[config.mk]
export PLATFORM = sky130hd
export DESIGN_NAME = lcd_ext_cfg
export DESIGN_NICKNAME = d
export VERILOG_FILES = /design/src/core/lcd_ext_pkg.sv /design/src/core/lcd_ext_cfg.sv /design/src/core/index_flip.sv
export SDC_FILE = /design/constraint.sdc
export NUM_CORES = 1
export LEC_CHECK = 0
export BUFFER_PORTS_ARGS = -buffer_cell sky130_fd_sc_hd__buf_2
export CORE_MARGIN = 1.5
export CORE_UTILIZATION = 35
export DETAILED_ROUTE_END_ITERATION = 8
export GPL_TIMING_DRIVEN = 0
export PLACE_DENSITY = 0.52
export REMOVE_ABC_BUFFERS = 1
export SETUP_SLACK_MARGIN = 0.3
export SYNTH_ARGS = -nofsm -noshare
export SYNTH_HDL_FRONTEND = slang
export SYNTH_SLANG_ARGS = --single-unit
[constraint.sdc]
create_clock -name mclk -period 3.1 [get_ports mclk]
set_clock_uncertainty 0.05 [all_clocks]
set_input_delay 0.155 -clock mclk [delete_from_list [all_inputs] [get_ports mclk]]
set_output_delay 0.155 -clock mclk [all_outputs]
set_load 0.01 [all_outputs]
[src/core/lcd_ext_pkg.sv]
// Constants, layouts and carrier types for the extended display-config block.
// Assumes a 50 MHz mclk and an APB master with 32-bit data.
package lcd_ext_pkg;

  // APB byte offsets, one aligned word each
  localparam logic [7:0] OFS_CMD = 8'h00;
  localparam logic [7:0] OFS_CTRL = 8'h04;
  localparam logic [7:0] OFS_STAT = 8'h08;
  localparam logic [7:0] OFS_VFAC = 8'h0C;
  localparam logic [7:0] OFS_GADR = 8'h10;
  localparam logic [7:0] OFS_GDAT = 8'h14;

  // Command word fields: instruction byte in [7:0]
  localparam int CMD_REGSEL_BIT = 8;
  localparam int CMD_RD_BIT = 9;
  localparam int VF_ICON_LSB = 8;

  // Fixed upper bits of the three page instructions
  localparam logic [6:0] OP_SCREEN = 7'h01;
  localparam logic [5:0] OP_DISP = 6'h01;
  localparam logic [4:0] OP_ICON = 5'h01;

  // Row numbering (one-based, as on the glass)
  localparam logic [4:0] ROWS_TWO = 5'h10;
  localparam logic [4:0] ROWS_ONE = 5'h08;
  localparam logic [4:0] ICON_ROW_A = 5'h11;
  localparam logic [4:0] ICON_ROW_B = 5'h12;

  // Columns per half screen and glyph RAM layout
  localparam logic [6:0] HALF_COLS = 7'h50;
  localparam logic [5:0] GRAM_ODD_BASE = 6'h20;
  localparam logic [5:0] GRAM_ROWB_OFS = 6'h10;
  localparam int ICONS_PER_ROW = 80;

  // Oscillator cycles per full blink period
  localparam int BLINK_DIV_DEF = 52224;

  // Multiplex ratio codes
  typedef enum logic [1:0]
  {
    MUX_18 = 2'b00,
    MUX_9 = 2'b01,
    MUX_2 = 2'b10
  } mux_e;

  // Decoded page configuration
  typedef struct packed
  {
    logic split_mirror;
    logic col_flip;
    logic row_flip;
    logic icon_only_select;
    logic icon_blink_enable;
    logic direct_supply_select;
  } cfg_s;

  // Control register, MSB first down to bit 0
  typedef struct packed
  {
    logic ext_supply;
    logic char_blink;
    logic single_line_select;
    logic page_select;
  } ctrl_s;

  // Status register, MSB first down to bit 0
  typedef struct packed
  {
    mux_e mux;
    logic last_ignored;
    logic odd_phase;
    cfg_s cfg;
  } stat_s;

  // Row/column/icon data for one scan step
  typedef struct packed
  {
    logic row_valid;
    logic [4:0] row_num;
    logic [7:0] col_num;
    logic [ICONS_PER_ROW-1:0] icon_bits;
  } scan_s;

  // Display supply steering
  typedef struct packed
  {
    logic gen_on;
    logic direct_connect;
    logic [5:0] vfactor;
    mux_e mux;
  } supply_s;

endpackage : lcd_ext_pkg

[src/core/lcd_ext_cfg.sv]
// Extended-page instruction decoder, scan mapping and icon blink for a
// character LCD driver, reached as an APB slave.
// Assumes scan_step and col_in are synchronous to mclk; answers have one
// cycle of latency.
// Function
// - Page instructions decoded only with page select
// - Split bit 0 pairs columns directly
// - Split bit 1 pairs columns in reverse
// - Column flip reverses column order 80..1
// - Two-line row order and icon rows flip
// - Single-line rows 1..8 flip, icon row 17
// - Icon mode 0 drives characters, mux 18/9
// - Icon mode 1 drives icons only, mux 2
// - Two voltage factors, chosen by icon mode
// - Icon blink independent of cursor blink
// - Blink off takes icons from characters 0-3
// - Blink on alternates characters 0-3 and 4-7
// - Blink off frees characters 4-7 for text
// - Cursor blink: block even, character odd
// - Blink period is oscillator over 52224
// - Glyph bit one lights its icon
// - Direct off leaves supply choice to system
// - Direct on stops generator, ties supply through
module lcd_ext_cfg
#(
  parameter int BLINK_DIV = lcd_ext_pkg::BLINK_DIV_DEF
)
(
  // Clock and reset
  input wire logic mclk,
  input wire logic rst_b,
  // APB slave
  input wire logic psel,
  input wire logic penable,
  input wire logic pwrite,
  input wire logic [7:0] paddr,
  input wire logic [31:0] pwdata,
  output logic [31:0] prdata,
  output logic pready,
  output logic pslverr,
  // Scan request
  input wire logic [4:0] scan_step,
  input wire logic [7:0] col_in,
  // Scan answer and display state
  output lcd_ext_pkg::scan_s scan_o,
  output lcd_ext_pkg::supply_s supply_o,
  output logic cursor_block,
  output logic user_chars_hi
);

  // Half phase length; the counter toggles the phase at its end
  localparam logic [15:0] HALF_M1 = 16'(BLINK_DIV / 2 - 1);

  // Whole module state
  typedef struct packed
  {
    logic [7:0] last_cmd;
    lcd_ext_pkg::cfg_s cfg;
    lcd_ext_pkg::ctrl_s ctrl;
    logic last_ignored;
    logic [5:0] vf_char;
    logic [5:0] vf_icon;
    logic [5:0] gaddr;
    logic [63:0][4:0] glyph;
    logic [15:0] blink_cnt;
    logic odd;
    lcd_ext_pkg::scan_s scan;
    lcd_ext_pkg::supply_s supply;
    logic cursor_block;
    logic user_hi;
  } st_s;

  st_s q; // Registered state
  st_s d; // Next state

  logic wr; // Write access phase
  logic cmd_wr; // Write to command word
  logic cmd_exec; // Command is an instruction-register write
  logic [6:0] col_k; // Column inside its half
  logic [6:0] col_f; // After column flip
  logic [6:0] col_m; // After split pairing
  logic [4:0] row_f; // Character row index after row flip
  logic [4:0] nchar; // Character rows in use
  logic [5:0] gbase; // First glyph row for the icon row in scan
  lcd_ext_pkg::stat_s stat; // Status view
  logic mapped; // Address hits a register

  // Zero-wait slave: every access completes in its first access cycle
  assign pready = 1'b1;
  assign wr = psel & penable & pwrite;
  assign cmd_wr = wr & (paddr == lcd_ext_pkg::OFS_CMD);
  assign cmd_exec = cmd_wr & ~pwdata[lcd_ext_pkg::CMD_REGSEL_BIT]
    & ~pwdata[lcd_ext_pkg::CMD_RD_BIT];
  assign nchar = q.ctrl.single_line_select ? lcd_ext_pkg::ROWS_ONE
    : lcd_ext_pkg::ROWS_TWO;

  // Column inside its half; the second half starts at logical 81
  assign col_k = (col_in >= 8'(lcd_ext_pkg::HALF_COLS))
    ? 7'(col_in - 8'(lcd_ext_pkg::HALF_COLS)) : col_in[6:0];

  // Column flip within each half
  index_flip #(.W(7)) u_col_flip
  (
    .flip(q.cfg.col_flip),
    .span(lcd_ext_pkg::HALF_COLS),
    .idx(col_k),
    .out(col_f)
  );

  // Mirrored pairing walks the second half backwards
  index_flip #(.W(7)) u_col_pair
  (
    .flip(q.cfg.split_mirror),
    .span(lcd_ext_pkg::HALF_COLS),
    .idx(col_f),
    .out(col_m)
  );

  // Row flip over the character rows in use
  index_flip #(.W(5)) u_row_flip
  (
    .flip(q.cfg.row_flip),
    .span(nchar),
    .idx(scan_step),
    .out(row_f)
  );

  // Status view for reads
  always_comb
  begin
    stat.cfg = q.cfg;
    stat.odd_phase = q.odd;
    stat.last_ignored = q.last_ignored;
    stat.mux = q.supply.mux;
  end

  // Register read mux; unmapped addresses read zero and flag an error
  always_comb
  begin
    prdata = 32'h0000_0000;
    mapped = 1'b1;
    case (paddr)
      lcd_ext_pkg::OFS_CMD: prdata = {24'h00_0000, q.last_cmd};
      lcd_ext_pkg::OFS_CTRL: prdata = 32'(q.ctrl);
      lcd_ext_pkg::OFS_STAT: prdata = 32'(stat);
      lcd_ext_pkg::OFS_VFAC: prdata = {18'h0_0000, q.vf_icon, 2'h0, q.vf_char};
      lcd_ext_pkg::OFS_GADR: prdata = {26'h000_0000, q.gaddr};
      lcd_ext_pkg::OFS_GDAT: prdata = {27'h000_0000, q.glyph[q.gaddr]};
      default: mapped = 1'b0;
    endcase
  end

  assign pslverr = psel & penable & ~mapped;

  // Next-state logic: registers, decoder, blink timer and scan mapping
  always_comb
  begin
    d = q;
    gbase = 6'h00;

    // Software register writes
    if (wr)
    begin
      case (paddr)
        lcd_ext_pkg::OFS_CTRL: d.ctrl = pwdata[3:0];
        lcd_ext_pkg::OFS_VFAC:
        begin
          d.vf_char = pwdata[5:0];
          d.vf_icon = pwdata[lcd_ext_pkg::VF_ICON_LSB +: 6];
        end
        lcd_ext_pkg::OFS_GADR: d.gaddr = pwdata[5:0];
        lcd_ext_pkg::OFS_GDAT: d.glyph[q.gaddr] = pwdata[4:0];
        default: ;
      endcase
    end

    // Instruction decode; anything else on this page is left alone
    if (cmd_wr)
    begin
      d.last_cmd = pwdata[7:0];
      d.last_ignored = 1'b1;
      if (cmd_exec && q.ctrl.page_select)
      begin
        if (pwdata[7:1] == lcd_ext_pkg::OP_SCREEN)
        begin
          d.cfg.split_mirror = pwdata[0];
          d.last_ignored = 1'b0;
        end
        else if (pwdata[7:2] == lcd_ext_pkg::OP_DISP)
        begin
          d.cfg.col_flip = pwdata[1];
          d.cfg.row_flip = pwdata[0];
          d.last_ignored = 1'b0;
        end
        else if (pwdata[7:3] == lcd_ext_pkg::OP_ICON)
        begin
          d.cfg.icon_only_select = pwdata[2];
          d.cfg.icon_blink_enable = pwdata[1];
          d.cfg.direct_supply_select = pwdata[0];
          d.last_ignored = 1'b0;
        end
      end
    end

    // Free-running half-phase timer shared by both blink functions
    if (q.blink_cnt == HALF_M1)
    begin
      d.blink_cnt = 16'h0000;
      d.odd = ~q.odd;
    end
    else
    begin
      d.blink_cnt = q.blink_cnt + 16'h0001;
    end

    // Row for this scan step
    d.scan.row_valid = 1'b1;
    d.scan.row_num = 5'h00;
    if (q.cfg.icon_only_select)
    begin
      // Icons only: two steps with two lines, one step with one line, icon rows in flip order
      if (scan_step == 5'h00)
        d.scan.row_num = (q.cfg.row_flip && !q.ctrl.single_line_select)
          ? lcd_ext_pkg::ICON_ROW_B : lcd_ext_pkg::ICON_ROW_A;
      else if (scan_step == 5'h01 && !q.ctrl.single_line_select)
        d.scan.row_num = q.cfg.row_flip ? lcd_ext_pkg::ICON_ROW_A
          : lcd_ext_pkg::ICON_ROW_B;
      else
        d.scan.row_valid = 1'b0;
    end
    else if (scan_step < nchar)
      d.scan.row_num = row_f + 5'h01;
    else if (scan_step == nchar)
      d.scan.row_num = (q.cfg.row_flip && !q.ctrl.single_line_select)
        ? lcd_ext_pkg::ICON_ROW_B : lcd_ext_pkg::ICON_ROW_A;
    else if (scan_step == nchar + 5'h01 && !q.ctrl.single_line_select)
      d.scan.row_num = q.cfg.row_flip ? lcd_ext_pkg::ICON_ROW_A
        : lcd_ext_pkg::ICON_ROW_B;
    else
      d.scan.row_valid = 1'b0;

    // Physical column: first half as flipped, second half paired
    d.scan.col_num = (col_in >= 8'(lcd_ext_pkg::HALF_COLS))
      ? 8'(lcd_ext_pkg::HALF_COLS) + {1'b0, col_m}
      : {1'b0, col_f};

    // Icon bank: odd blink phase reads characters 4 to 7
    if (q.cfg.icon_blink_enable && q.odd)
      gbase = lcd_ext_pkg::GRAM_ODD_BASE;
    if (d.scan.row_num == lcd_ext_pkg::ICON_ROW_B)
      gbase = gbase + lcd_ext_pkg::GRAM_ROWB_OFS;

    // Five icons per glyph row, leftmost icon in the top bit
    for (int i = 0; i < lcd_ext_pkg::ICONS_PER_ROW; i++)
    begin
      d.scan.icon_bits[i] = q.glyph[gbase + 6'(i / 5)][3'(4 - i % 5)]
        & d.scan.row_valid & d.scan.row_num[4];
    end

    // Supply steering from the mode bits
    d.supply.vfactor = q.cfg.icon_only_select ? q.vf_icon
      : q.vf_char;
    d.supply.direct_connect = q.cfg.direct_supply_select;
    d.supply.gen_on = ~q.cfg.direct_supply_select
      & ~q.ctrl.ext_supply;
    if (q.cfg.icon_only_select)
      d.supply.mux = lcd_ext_pkg::MUX_2;
    else if (q.ctrl.single_line_select)
      d.supply.mux = lcd_ext_pkg::MUX_9;
    else
      d.supply.mux = lcd_ext_pkg::MUX_18;

    // Cursor blink shows a full block in the even phase only
    d.cursor_block = q.ctrl.char_blink & ~q.odd;
    // Upper user glyphs are free while icons do not blink
    d.user_hi = ~q.cfg.icon_blink_enable;
  end

  // State register; reset gives every mode its off value
  always_ff @(posedge mclk or negedge rst_b)
  begin
    if (!rst_b)
      q <= '0;
    else
      q <= d;
  end

  // Registered outputs
  assign scan_o = q.scan;
  assign supply_o = q.supply;
  assign cursor_block = q.cursor_block;
  assign user_chars_hi = q.user_hi;
endmodule : lcd_ext_cfg

[src/core/index_flip.sv]
// Mirrors an index inside a span when flip is set.
// Purely combinational; span must be at least one.
module index_flip
#(
  parameter int W = 7
)
(
  // Control
  input wire logic flip,
  input wire logic [W-1:0] span,
  // Index in and out
  input wire logic [W-1:0] idx,
  output logic [W-1:0] out
);

  // Reverse order counts down from span-1
  always_comb
  begin
    out = flip ? W'(span - idx - 1'b1) : idx;
  end

endmodule : index_flip

# After elaboration in Yosys (flattened, before gate mapping)
# Index checks and enable logic that the tools add are counted.
[word_totals] ff_bits=464
[op_classes] n_addsub=27 n_lt_le_gt_ge=20 eq_ne=13 n_mux=68 bitwise_logic=145 n_reduce_logical=17
[op_table] op="$bmux 5 s6" count=17
[op_table] op="$bwmux 320" count=1
[op_table] op="$and 1x1->1" count=136
[op_table] op="$lt 6x7->1 const B" count=17
[op_table] op="$pmux 14 s6" count=1
[op_table] op="$mux 4" count=16
[op_table] op="$add 6x4->6 const B" count=8
[op_table] op="$mux 5" count=9
[op_table] op="$demux 5 s6" count=1
[op_table] op="$add 6x3->6 const B" count=4
[op_table] op="$mux 6" count=4
[op_table] op="$mux 7" count=3
[op_table] op="$add 16x1->16 const B" count=1
[op_table] op="$eq 16x15->1 const B" count=1
[op_table] op="$eq 8x4->1 const B" count=2
[op_table] op="$eq 8x5->1 const B" count=2
[op_table] op="$mux 16" count=1
[op_table] op="$sub 7x1->7 const B" count=2
[op_table] op="$sub 7x7->7 const A" count=2
[op_table] op="$add 6x2->6 const B" count=2
[op_table] op="$mux 1" count=11
[op_table] op="$add 5x1->5 const B" count=2
[op_table] op="$eq 5x1->1 const B" count=2
[op_table] op="$eq 5x5->1" count=2
[op_table] op="25 further kinds" count=43

# Logic depth before layout (Yosys ltp)
# Gate-level depths: netlist of the first run.
[logic_depth] ltp_word=15 depth_mapped=16

# Modules after synthesis
# A second synthesis of the first run with hierarchy kept.
[unflattened] hier_cells=2102 hier_area_um2=24514.8
[modules_own_cells] mod="lcd_ext_cfg" instances=1 cells_each=1955 area_each_um2=23475.0 seq_area_each_um2=11611.1
[modules_own_cells] mod="index_flip (u_col_flip ...)" instances=2 cells_each=54 area_each_um2=382.9 seq_area_each_um2=0.0
[modules_own_cells] mod="index_flip (u_row_flip)" instances=1 cells_each=39 area_each_um2=274.0 seq_area_each_um2=0.0

# Worst setup path before layout of the first run
# Ideal clock, no wire load.
[synth_path] path_type="input-to-reg" startpoint="input port col_in[5]" endpoint="register q, in the netlist scan_o[86]" setup_ns=0.132 arrival_ns=2.980 t_required_ns=2.918 path_slack_ns=-0.062 path_stages=16 path_cell_list="inv_1 -> ha_1 -> or4b_2 -> o21ai_0 -> a21oi_1 -> xnor2_1 -> inv_1 -> ha_1 -> mux2i_1 -> ha_1 -> nand2_1 -> o21ai_0 -> ha_1 -> xnor2_1 -> nor2_1 -> xnor2_1"
[synth_lines] element="start: declaration" line="lcd_ext_cfg.sv:43" source="input wire logic [7:0] col_in,"
[synth_lines] element="end signal: assignment" line="lcd_ext_cfg.sv:283" source="q <= '0;"
[synth_lines] element="end signal: assignment" line="lcd_ext_cfg.sv:285" source="q <= d;"
[synth_lines] element="end: declaration" line="lcd_ext_cfg.sv:73" source="st_s q;"

# Worst setup path in the final report of the first run
[layout_path] startpoint="register q[444] in the netlist's numbering" endpoint="output port prdata[1]"
[layout_between] elab_chain_cells=3
[layout_rtl] element="$bmux 5 s6" line="lcd_ext_cfg.sv:148" source="lcd_ext_pkg::OFS_GDAT: prdata = {27'h000_0000, q.glyph[q.gaddr]};"
[layout_rtl] element="$mux 5 (not written as such)" line="lcd_ext_cfg.sv:148"
[layout_rtl] element="$pmux 14 s6 *" line="lcd_ext_cfg.sv:142" source="case (paddr)"
[layout_rtl] element="end: declaration" line="lcd_ext_cfg.sv:38" source="output logic [31:0] prdata,"
# Every way passes the cells marked *; elsewhere a longest branch is shown, timed or not. The select of a mux whose other input is x is not followed.

==> results of run 1 <==
-- repair_timing --
| item | CTS | global route |
|---|---|---|
| hold buffers | 20 | 0 |
| gates resized for setup | 390 | 63 |
| setup buffers | 88 | 25 |
| cloned | 19 | 5 |
| setup endpoints to repair | 391 | 238 |
| pin swaps | 90 | 33 |
| endpoints found under the hold margin | 133 | 0 |
-- where the power goes --
| part | switching, uW | total (uW) | internal (uW) |
|---|---|---|---|
| sequential | 19.4 | 6110 | 6090 |
| combinational | 622 | 1020 | 397 |
| clock | 2590 | 6390 | 3800 |
| total | 3230 | 13500 | 10300 |
-- final cells by class --
class,instances,share of cell area
Clock buffer,68,0.0480
Clock inverter,23,0.00931
Inverter,21,0.00299
Multi-Input combinational cell,1304,0.412
Sequential cell,464,0.382
Tap cell,873,0.0358
Timing Repair Buffer,319,0.111
-- flip-flops by register name (all words and copies together) (netlist names) --
register	cells
q	373
scan_o	78
supply_o	10
cursor_block	1
d	1
user_chars_hi	1
-- routing by layer --
layer | track usage | part of all wire | up-vias
met5 | 0 | 0 | -
met4 | 0.0865 | 0.037 | 0
met3 | 0.0463 | 0.068 | 179
met2 | 0.393 | 0.47 | 714
met1 | 0.335 | 0.42 | 9559
li1 | - | - | 7607
-- worst min path at each step --
stage	startpoint	slack [ns]	to
6_report	scan_step[3]	0.04	scan_o[91]$_DFF_PN0_
5_1_grt	col_in[6]	0.08	scan_o[87]$_DFF_PN0_
4_1_cts	col_in[4]	0.02	scan_o[87]$_DFF_PN0_
3_5_place_dp	rst_b	0.28	scan_o[12]$_DFF_PN0_
3_3_place_gp	col_in[4]	0.32	scan_o[84]$_DFF_PN0_
2_1_floorplan	rst_b	-0.19	cursor_block$_DFF_PN0_
-- cell usage after synthesis (all sizes together) (4+ instances only) --
master  count  area (um2)
o22ai      14        87.6
or3b        5        43.8
and4        4        35.0
or2         4        25.0
a21oi      26         130
nor3       14        75.1
nand3      89         445
dfrtp     464       11600
nor2       71         267
mux2i      61         611
nand2     146         548
clkbuf    122         458
nand4       4        25.0
inv        20        75.1
a211oi     72         546
a22oi      24         180
nor3b       4        30.0
a221oi     23         201
a31oi       5        31.3
o221ai      5        43.8
mux2      376        4230
o22a        5        43.8
and2       11        68.8
and3       75         469
mux4       25         563
buf       159        1110
o21ai      21         105
a221o       6        60.1
a32oi       4        35.0
xnor2      20         175
xor2        8        70.1
a22o        9        78.8
a311oi     67         587
or3         5        31.3
nor2b      11        68.8
ha         10         125
nand2b      6        37.5
-- cell families after synthesis --
kind of cell,synth area share
buffers and inverters,0.0695
AOI/OAI and AO/OA,0.0971
DFF,0.491
other,0.000317
and+or+nand+nor,0.0973
xor gates and xnor gates,0.0104
adders and majority gates,0.00613
muxes,0.229
-- layout by cell type (no fill, tap or decap), types with 9 or more instances in the layout --
cell	instances
buf_2	137
nor2_2	16
buf_16	28
nor2_1	33
a211oi_2	28
nor3_1	10
dfrtp_1	454
a22o_1	9
buf_4	58
nand2_1	129
a221oi_2	13
clkbuf_16	57
mux4_2	25
conb_1	35
dlygate4sd3_1	20
a21oi_1	23
o21ai_0	12
mux2i_1	54
nor2_4	22
a221oi_1	10
o22ai_1	12
buf_12	32
mux2_2	375
a311oi_2	41
nand2_2	16
and3_1	74
buf_8	9
a22oi_1	20
clkinv_2	10
nand3_1	87
buf_6	28
xnor2_1	19
a311oi_4	18
inv_1	16
a211oi_4	41
-- worst reg2reg max path: cells and delay by family (launching register included) --
family / cells / cell delay, ns
AOI/OAI and AO/OA: 4 / 0.88
DFF: 1 / 0.44
adders and majority gates: 2 / 0.59
buffers and inverters: 5 / 0.73
and+or+nand+nor: 2 / 0.33
-- per-stage QoR --
step	setup TNS, ns	utilization	total power, uW	hold WS, ns	instance area [um2]
after floorplan	-535.14	-	6450	-0.191	22200
after global placement	-5432.62	0.358	6850	0.316	24000
after detailed placement	-330.70	0.367	6890	0.284	24600
after CTS	-0.947	0.445	13600	0.0155	29900
after global routing	-2.32	0.455	13900	0.0821	30500
final	-1.26	0.455	13500	0.0407	30500
==> metrics.md, run 1 <==
| Metric | Value |
|---|---|
| Outcome | finished with violations |
| Failing checks | negative setup slack |
| Antenna viol nets, final | 0 |
| Io pins | around 200 |
| Worst reg-to-reg path cell count | 13 |
| Slew margin rel. | 0.324 |
| DR WL/cell | between 20 and 30 um |
| Layout cells sized above 1 | 0.484 |
| Worst Slack Setup Final | -0.311 ns |
| RSZ-0062 raised after global routing | yes |
| Pins Over Slew Limit | 0 |
| Avg Inst Size Synth | 11.6 um2 |
| Number of global-route vias before repair | ~18000 |
| # port buffers | roughly 140 |
| Crit end category | output port |
| Area of the multi-input gates | 12600 um2 |
| Diodes inserted | 0 |
| Final hold violations | 0 |
| Htree depth | 2 |
| GR Util All Layers | 0.246 |
| P per Cell Area | between 400 and 500 nW/um2 |
| Fill count | between 6000 and 7000 |
| Synth Flop Type | dfrtp_1 |
| HP Class | primary input to register |
| WP data required | 2.89 ns |
| Crit path buf inv count | 3 |
| Worst path cell trace | buf_16, buf_16, mux4_2, mux2i_1, o22a_1, o21ai_2, nor4_4, o21ai_2, buf_2 |
| Largest net degree at the start of global routing | between 100 and 150 |
| DRT Pass-1 Iters | 6 |
| Site row count | between 90 and 100 |
| Hold path cells | 5 |
| Max Fanout on Critical Path | 5 |
| Worst setup path endpoint | prdata[1] |
| Mapped Cells | 2034 |
| Register area | roughly 12000 um2 |
| Detailed Place HPWL | between 50000 and 60000 um |
| Post-Layout Cell Count | approximately 3100 |
| CP Depth | 9 |
| Die area | about 70000 um2 |
| Crit path from | q[444]$_DFFE_PN0P_ |
| #FFs+latches synth | 464 |
| Slowest stage delay, CP | 0.55 ns |
| CTS Buf Count | 50 |
| Sequential area share after synthesis | 0.491 |
| Initial Util | 0.353 |
| Max_cap viols | 0 |
| Post-synth EDFFs | 0 |
| Vias | about 18000 |
| Routed WL | 87000 um |
| Critical path's top delay family | multiplexers |
| Worst-Margin Slew | 1.01 ns |
| First-pass GRT wire length | approximately 130000 um |
| Initial antenna violation count | 0 |
| Worst reg2reg startpoint | q[463]$_DFFE_PN0P_ |
| Vias per Instance | between 5 and 6 |
| # setup viols final | 7 |
| Startpoint types | register |
| Placed insts | ~2800 |
| Reg2reg setup slack | -0.02 ns |
| Fmax | between 200 and 300 MHz |
| Core area | 67000 um2 |
| Root Buffer | clkbuf_16 |
| Nets | ~2200 |
| CTS tree | done |
| DR iter-0 viols | around 1800 |
| Ys async rst share | 1.00 |
| Clock sink total | 464 |
| Pre-CTS setup slack | -1.23 ns |
| Ys Warns | 0 |
| Mapped Area | 23700 um2 |
| Setup CP Type | register to output port |
| Final GP Congestion | slightly below 0.9 |
| Clk pin slew, worst setup/hold paths | 0.06 ns |
| Leakage | ~0.014 uW |
| Vert. Die Dim | ~260 um |
| Grt total ovfl | 0 |
| CTS max path bufs | 3 |
| Die W | 263 um |
| Fin crit share | 1.10 |
| Area grow syn2layout | 28.9% |
| DRC errors left | 0 |
| Critical Path AT | between 3 and 4 ns |
| Maximum vdd drop | 0.361 mV |
| Clk Latency, worst-skew pair | about 0.6 ns |
| Critical path's slowest cell | mux4_2 |
| RR Endpoint | scan_o[33]$_DFF_PN0_ |
| Post-synth cell types | 66 |
| Final min period | ~3.4 ns |
No activity file was read; power rests on OpenSTA's default activity.
==> inputs of run 2 (changes only) <==
--- a/config.mk
+++ b/config.mk
@@ -15,2 +15,3 @@
 export SETUP_SLACK_MARGIN = 0.3
+export SKIP_CTS_REPAIR_TIMING = 1
 export SYNTH_ARGS = -nofsm -noshare
--- a/constraint.sdc
+++ b/constraint.sdc
@@ -4,2 +4,2 @@
 set_output_delay 0.155 -clock mclk [all_outputs]
-set_load 0.01 [all_outputs]
+set_load 0.005 [all_outputs]
==> run 2 against run 1 <==
The flow finishes with violations (negative hold slack, negative setup slack). Die area stayed put. Cell count is 0.42% higher. Critical path depth is 2 higher. Total power is 0.62% lower. Largest cell class unchanged.
==> metrics.md, run 2 (synthesized netlist as in run 1, its figures left out) <==
| Metric | Value |
|---|---|
| Outcome | finished with violations (unchanged) |
| Failing checks | negative hold slack, negative setup slack (was negative setup slack) |
| Max reg flops | 373 (unchanged) |
| Critical Path AT | 3.26 ns (was 3.21 ns) |
| Setup CP Type | register to output port (unchanged) |
| Routed WL | 87500 um (was 87000 um) |
| Critical path's slowest cell | dfrtp_4 (was mux4_2) |
| Maximum vdd drop | 0.361 mV (about the same) |
| Io pins | 198 (unchanged) |
| Worst Slack Setup Final | -0.368 ns (was -0.311 ns) |
| Most flops, register | q (unchanged) |
| Area grow syn2layout | 27.4% (was 28.9%) |
| Grt total ovfl | 0 (unchanged) |
| Worst-Margin Slew | 0.961 ns (was 1.01 ns) |
| HP Class | primary input to register (unchanged) |
| # port buffers | 144 (unchanged) |
| Vias per Instance | 5.87 (was 5.88) |
| Nets | 2242 (was 2229) |
| Max_cap viols | 0 (unchanged) |
| Initial Util | 0.353 (unchanged) |
| CTS Buf Count | 50 (unchanged) |
| P per Cell Area | 446 nW/um2 (was 443 nW/um2) |
| DRC errors left | 0 (unchanged) |
| CTS tree | done (unchanged) |
| Fmax | 288 MHz (was 293 MHz) |
| Layout cells sized above 1 | 0.471 (was 0.484) |
| Initial antenna violation count | 0 (unchanged) |
| Slew margin rel. | 0.359 (was 0.324) |
| Worst path cell trace | buf_16, clkbuf_16, clkinvlp_4, buf_6, buf_12, o32ai_1, a311oi_2, o22ai_2, nor4_4, o21ai_2, buf_2 (was buf_16, buf_16, mux4_2, mux2i_1, o22a_1, o21ai_2, nor4_4, o21ai_2, buf_2) |
| Switch Pwr | 3200 uW (was 3230 uW) |
| Clk pin slew, worst setup/hold paths | 0.06 ns (about the same) |
| Combinational Power Share | 0.069 (was 0.075) |
| Detailed Place HPWL | 52800 um (unchanged) |
| Most frequent cells in the layout | 455 x dfrtp_1, 375 x mux2_2, 137 x buf_2 (was 454 x dfrtp_1, 375 x mux2_2, 137 x buf_2) |
| Fin crit share | 1.12 (was 1.10) |
| DR iter-0 viols | 1874 (was 1785) |
| Met1 wire length | 37100 um (was 36600 um) |
| Top layer in use | met4 (unchanged) |
| Clock sink total | 464 (unchanged) |
| Reg2reg setup slack | -0.10 ns (was -0.02 ns) |
| DRT Pass-1 Iters | 6 (unchanged) |
| Worst Hold End | scan_o[91]$_DFF_PN0_ (unchanged) |
| Slowest stage delay, CP | 0.54 ns (was 0.55 ns) |
| Internal Power | 10200 uW (was 10300 uW) |
| Leading cell type in the layout, fill and taps excluded | dfrtp_1 (unchanged) |
| Startpoint types | register (unchanged) |
| Final GP Congestion | 0.882 (unchanged) |
| Worst reg2reg startpoint | q[444]$_DFFE_PN0P_ (was q[463]$_DFFE_PN0P_) |
| Met3 wire len | 6270 um (was 5950 um) |
| Clk pwr share | 0.476 (was 0.473) |
| GR Util All Layers | 0.224 (was 0.246) |
| WP data required | 2.89 ns (about the same) |
| Final hold violations | 1 (was 0) |
| Leakage | 0.0136 uW (about the same) |
| Worst Min Path Start | scan_step[1] (was scan_step[3]) |
| Die W | 263 um (unchanged) |
| Wire length on met2 | 41100 um (was 41200 um) |
| Seq pwr share | 0.455 (was 0.452) |
| Final min period | 3.47 ns (was 3.41 ns) |
| Site row count | 95 (unchanged) |
| RSZ-0062 raised after global routing | yes (unchanged) |
| Antenna viol nets, final | 0 (unchanged) |
| Largest net degree at the start of global routing | 120 (unchanged) |
| Hold path cells | 3 (was 5) |
| Htree depth | 2 (unchanged) |
| First-pass GRT wire length | 117000 um (was 127000 um) |
| Max Fanout on Critical Path | 7 (was 5) |
| Switching share of total power | 0.238 (was 0.239) |
| Crit end category | output port (unchanged) |
| Clk Latency, worst-skew pair | 0.61 ns (about the same) |
| Worst reg-to-reg path cell count | 6 (was 13) |
| Pins Over Slew Limit | 0 (unchanged) |
| Post-layout power | 13400 uW (was 13500 uW) |
| Fin Hold WS | -0.00281 ns (was 0.0407 ns) |
| CTS max path bufs | 3 (unchanged) |
| Core area | 67000 um2 (unchanged) |
| Number of global-route vias before repair | 16968 (was 18133) |
| Vias | 18099 (was 18059) |
| DR WL/cell | 28.4 um (was 28.3 um) |
| Root Buffer | clkbuf_16 (unchanged) |
| Diodes inserted | 0 (unchanged) |
| Vert. Die Dim | 263 um (unchanged) |
| Die area | 69200 um2 (unchanged) |
| RR Endpoint | q[428]$_DFFE_PN0P_ (was scan_o[33]$_DFF_PN0_) |
| # setup viols final | 15 (was 7) |
## run 2: changes by cell type in the layout (fill, tap and decap cells not counted), sizes merged, moves of 2 or more
cell | before | now
bufbuf | 3 | 0
clkbuf | 72 | 89
dlygate4sd3 | 20 | 18
nor2b | 14 | 11
## run 2: how the worst max path moves through the flow
stage                            start                    to
detailed placement  q[444]$_DFFE_PN0P_    q[354]$_DFFE_PN0P_
CTS                 q[444]$_DFFE_PN0P_             prdata[3]
floorplan           q[463]$_DFFE_PN0P_  scan_o[11]$_DFF_PN0_
global placement    q[106]$_DFFE_PN0N_  scan_o[34]$_DFF_PN0_
global route        q[445]$_DFFE_PN0P_             prdata[2]
finish              q[444]$_DFFE_PN0P_             prdata[1]
## run 2: layer usage
layer | vias up | track usage
met5 | - | 0.00139
met4 | 0 | 0.0595
met3 | 192 | 0.0389
met2 | 764 | 0.357
met1 | 9529 | 0.313
li1 | 7614 | -
## run 2: cell type report
type                       count  area, um2
clock buffer                  68       1460
clock inverter                23        284
fill                        6141      36900
inverter                      21       90.1
multi-input combinational   1304      12300
sequential                   464      11600
tap                          873       1090
timing repair buffer         332       3320
## run 2: critical path: cells and delay by family (launching register included)
| kind | cells | cell delay [ns] |
|---|---|---|
| buf+inv | 6 | 0.88 |
| compound gates | 4 | 0.78 |
| flops | 1 | 0.54 |
| simple gates | 1 | 0.46 |
## run 2: through the flow
| step | area [um2] | TNS (ns) | utilization | cells | setup slack (ns) |
|---|---|---|---|---|---|
| 2_1_floorplan | 22200 | -534.95 | - | 1786 | -3.16 |
| 3_3_place_gp | 24000 | -5432.54 | 0.358 | 2803 | -8.07 |
| 3_5_place_dp | 24600 | -330.62 | 0.367 | 2824 | -1.23 |
| 4_1_cts | 26300 | -338.57 | 0.393 | 2915 | -1.80 |
| 5_1_grt | 30100 | -2.81 | 0.450 | 3085 | -0.350 |
| 6_report | 30100 | -1.88 | 0.450 | 3085 | -0.368 |
## run 2: power by group through the flow
stage          Combinational, uW  Clock (uW)  Sequential [uW]
3_5_place_dp                 638           0             6230
4_1_cts                      640        6520             6120
6_report                     929        6400             6110
2_1_floorplan                196           0             6240
3_3_place_gp                 579           0             6250
5_1_grt                      991        6750             6110
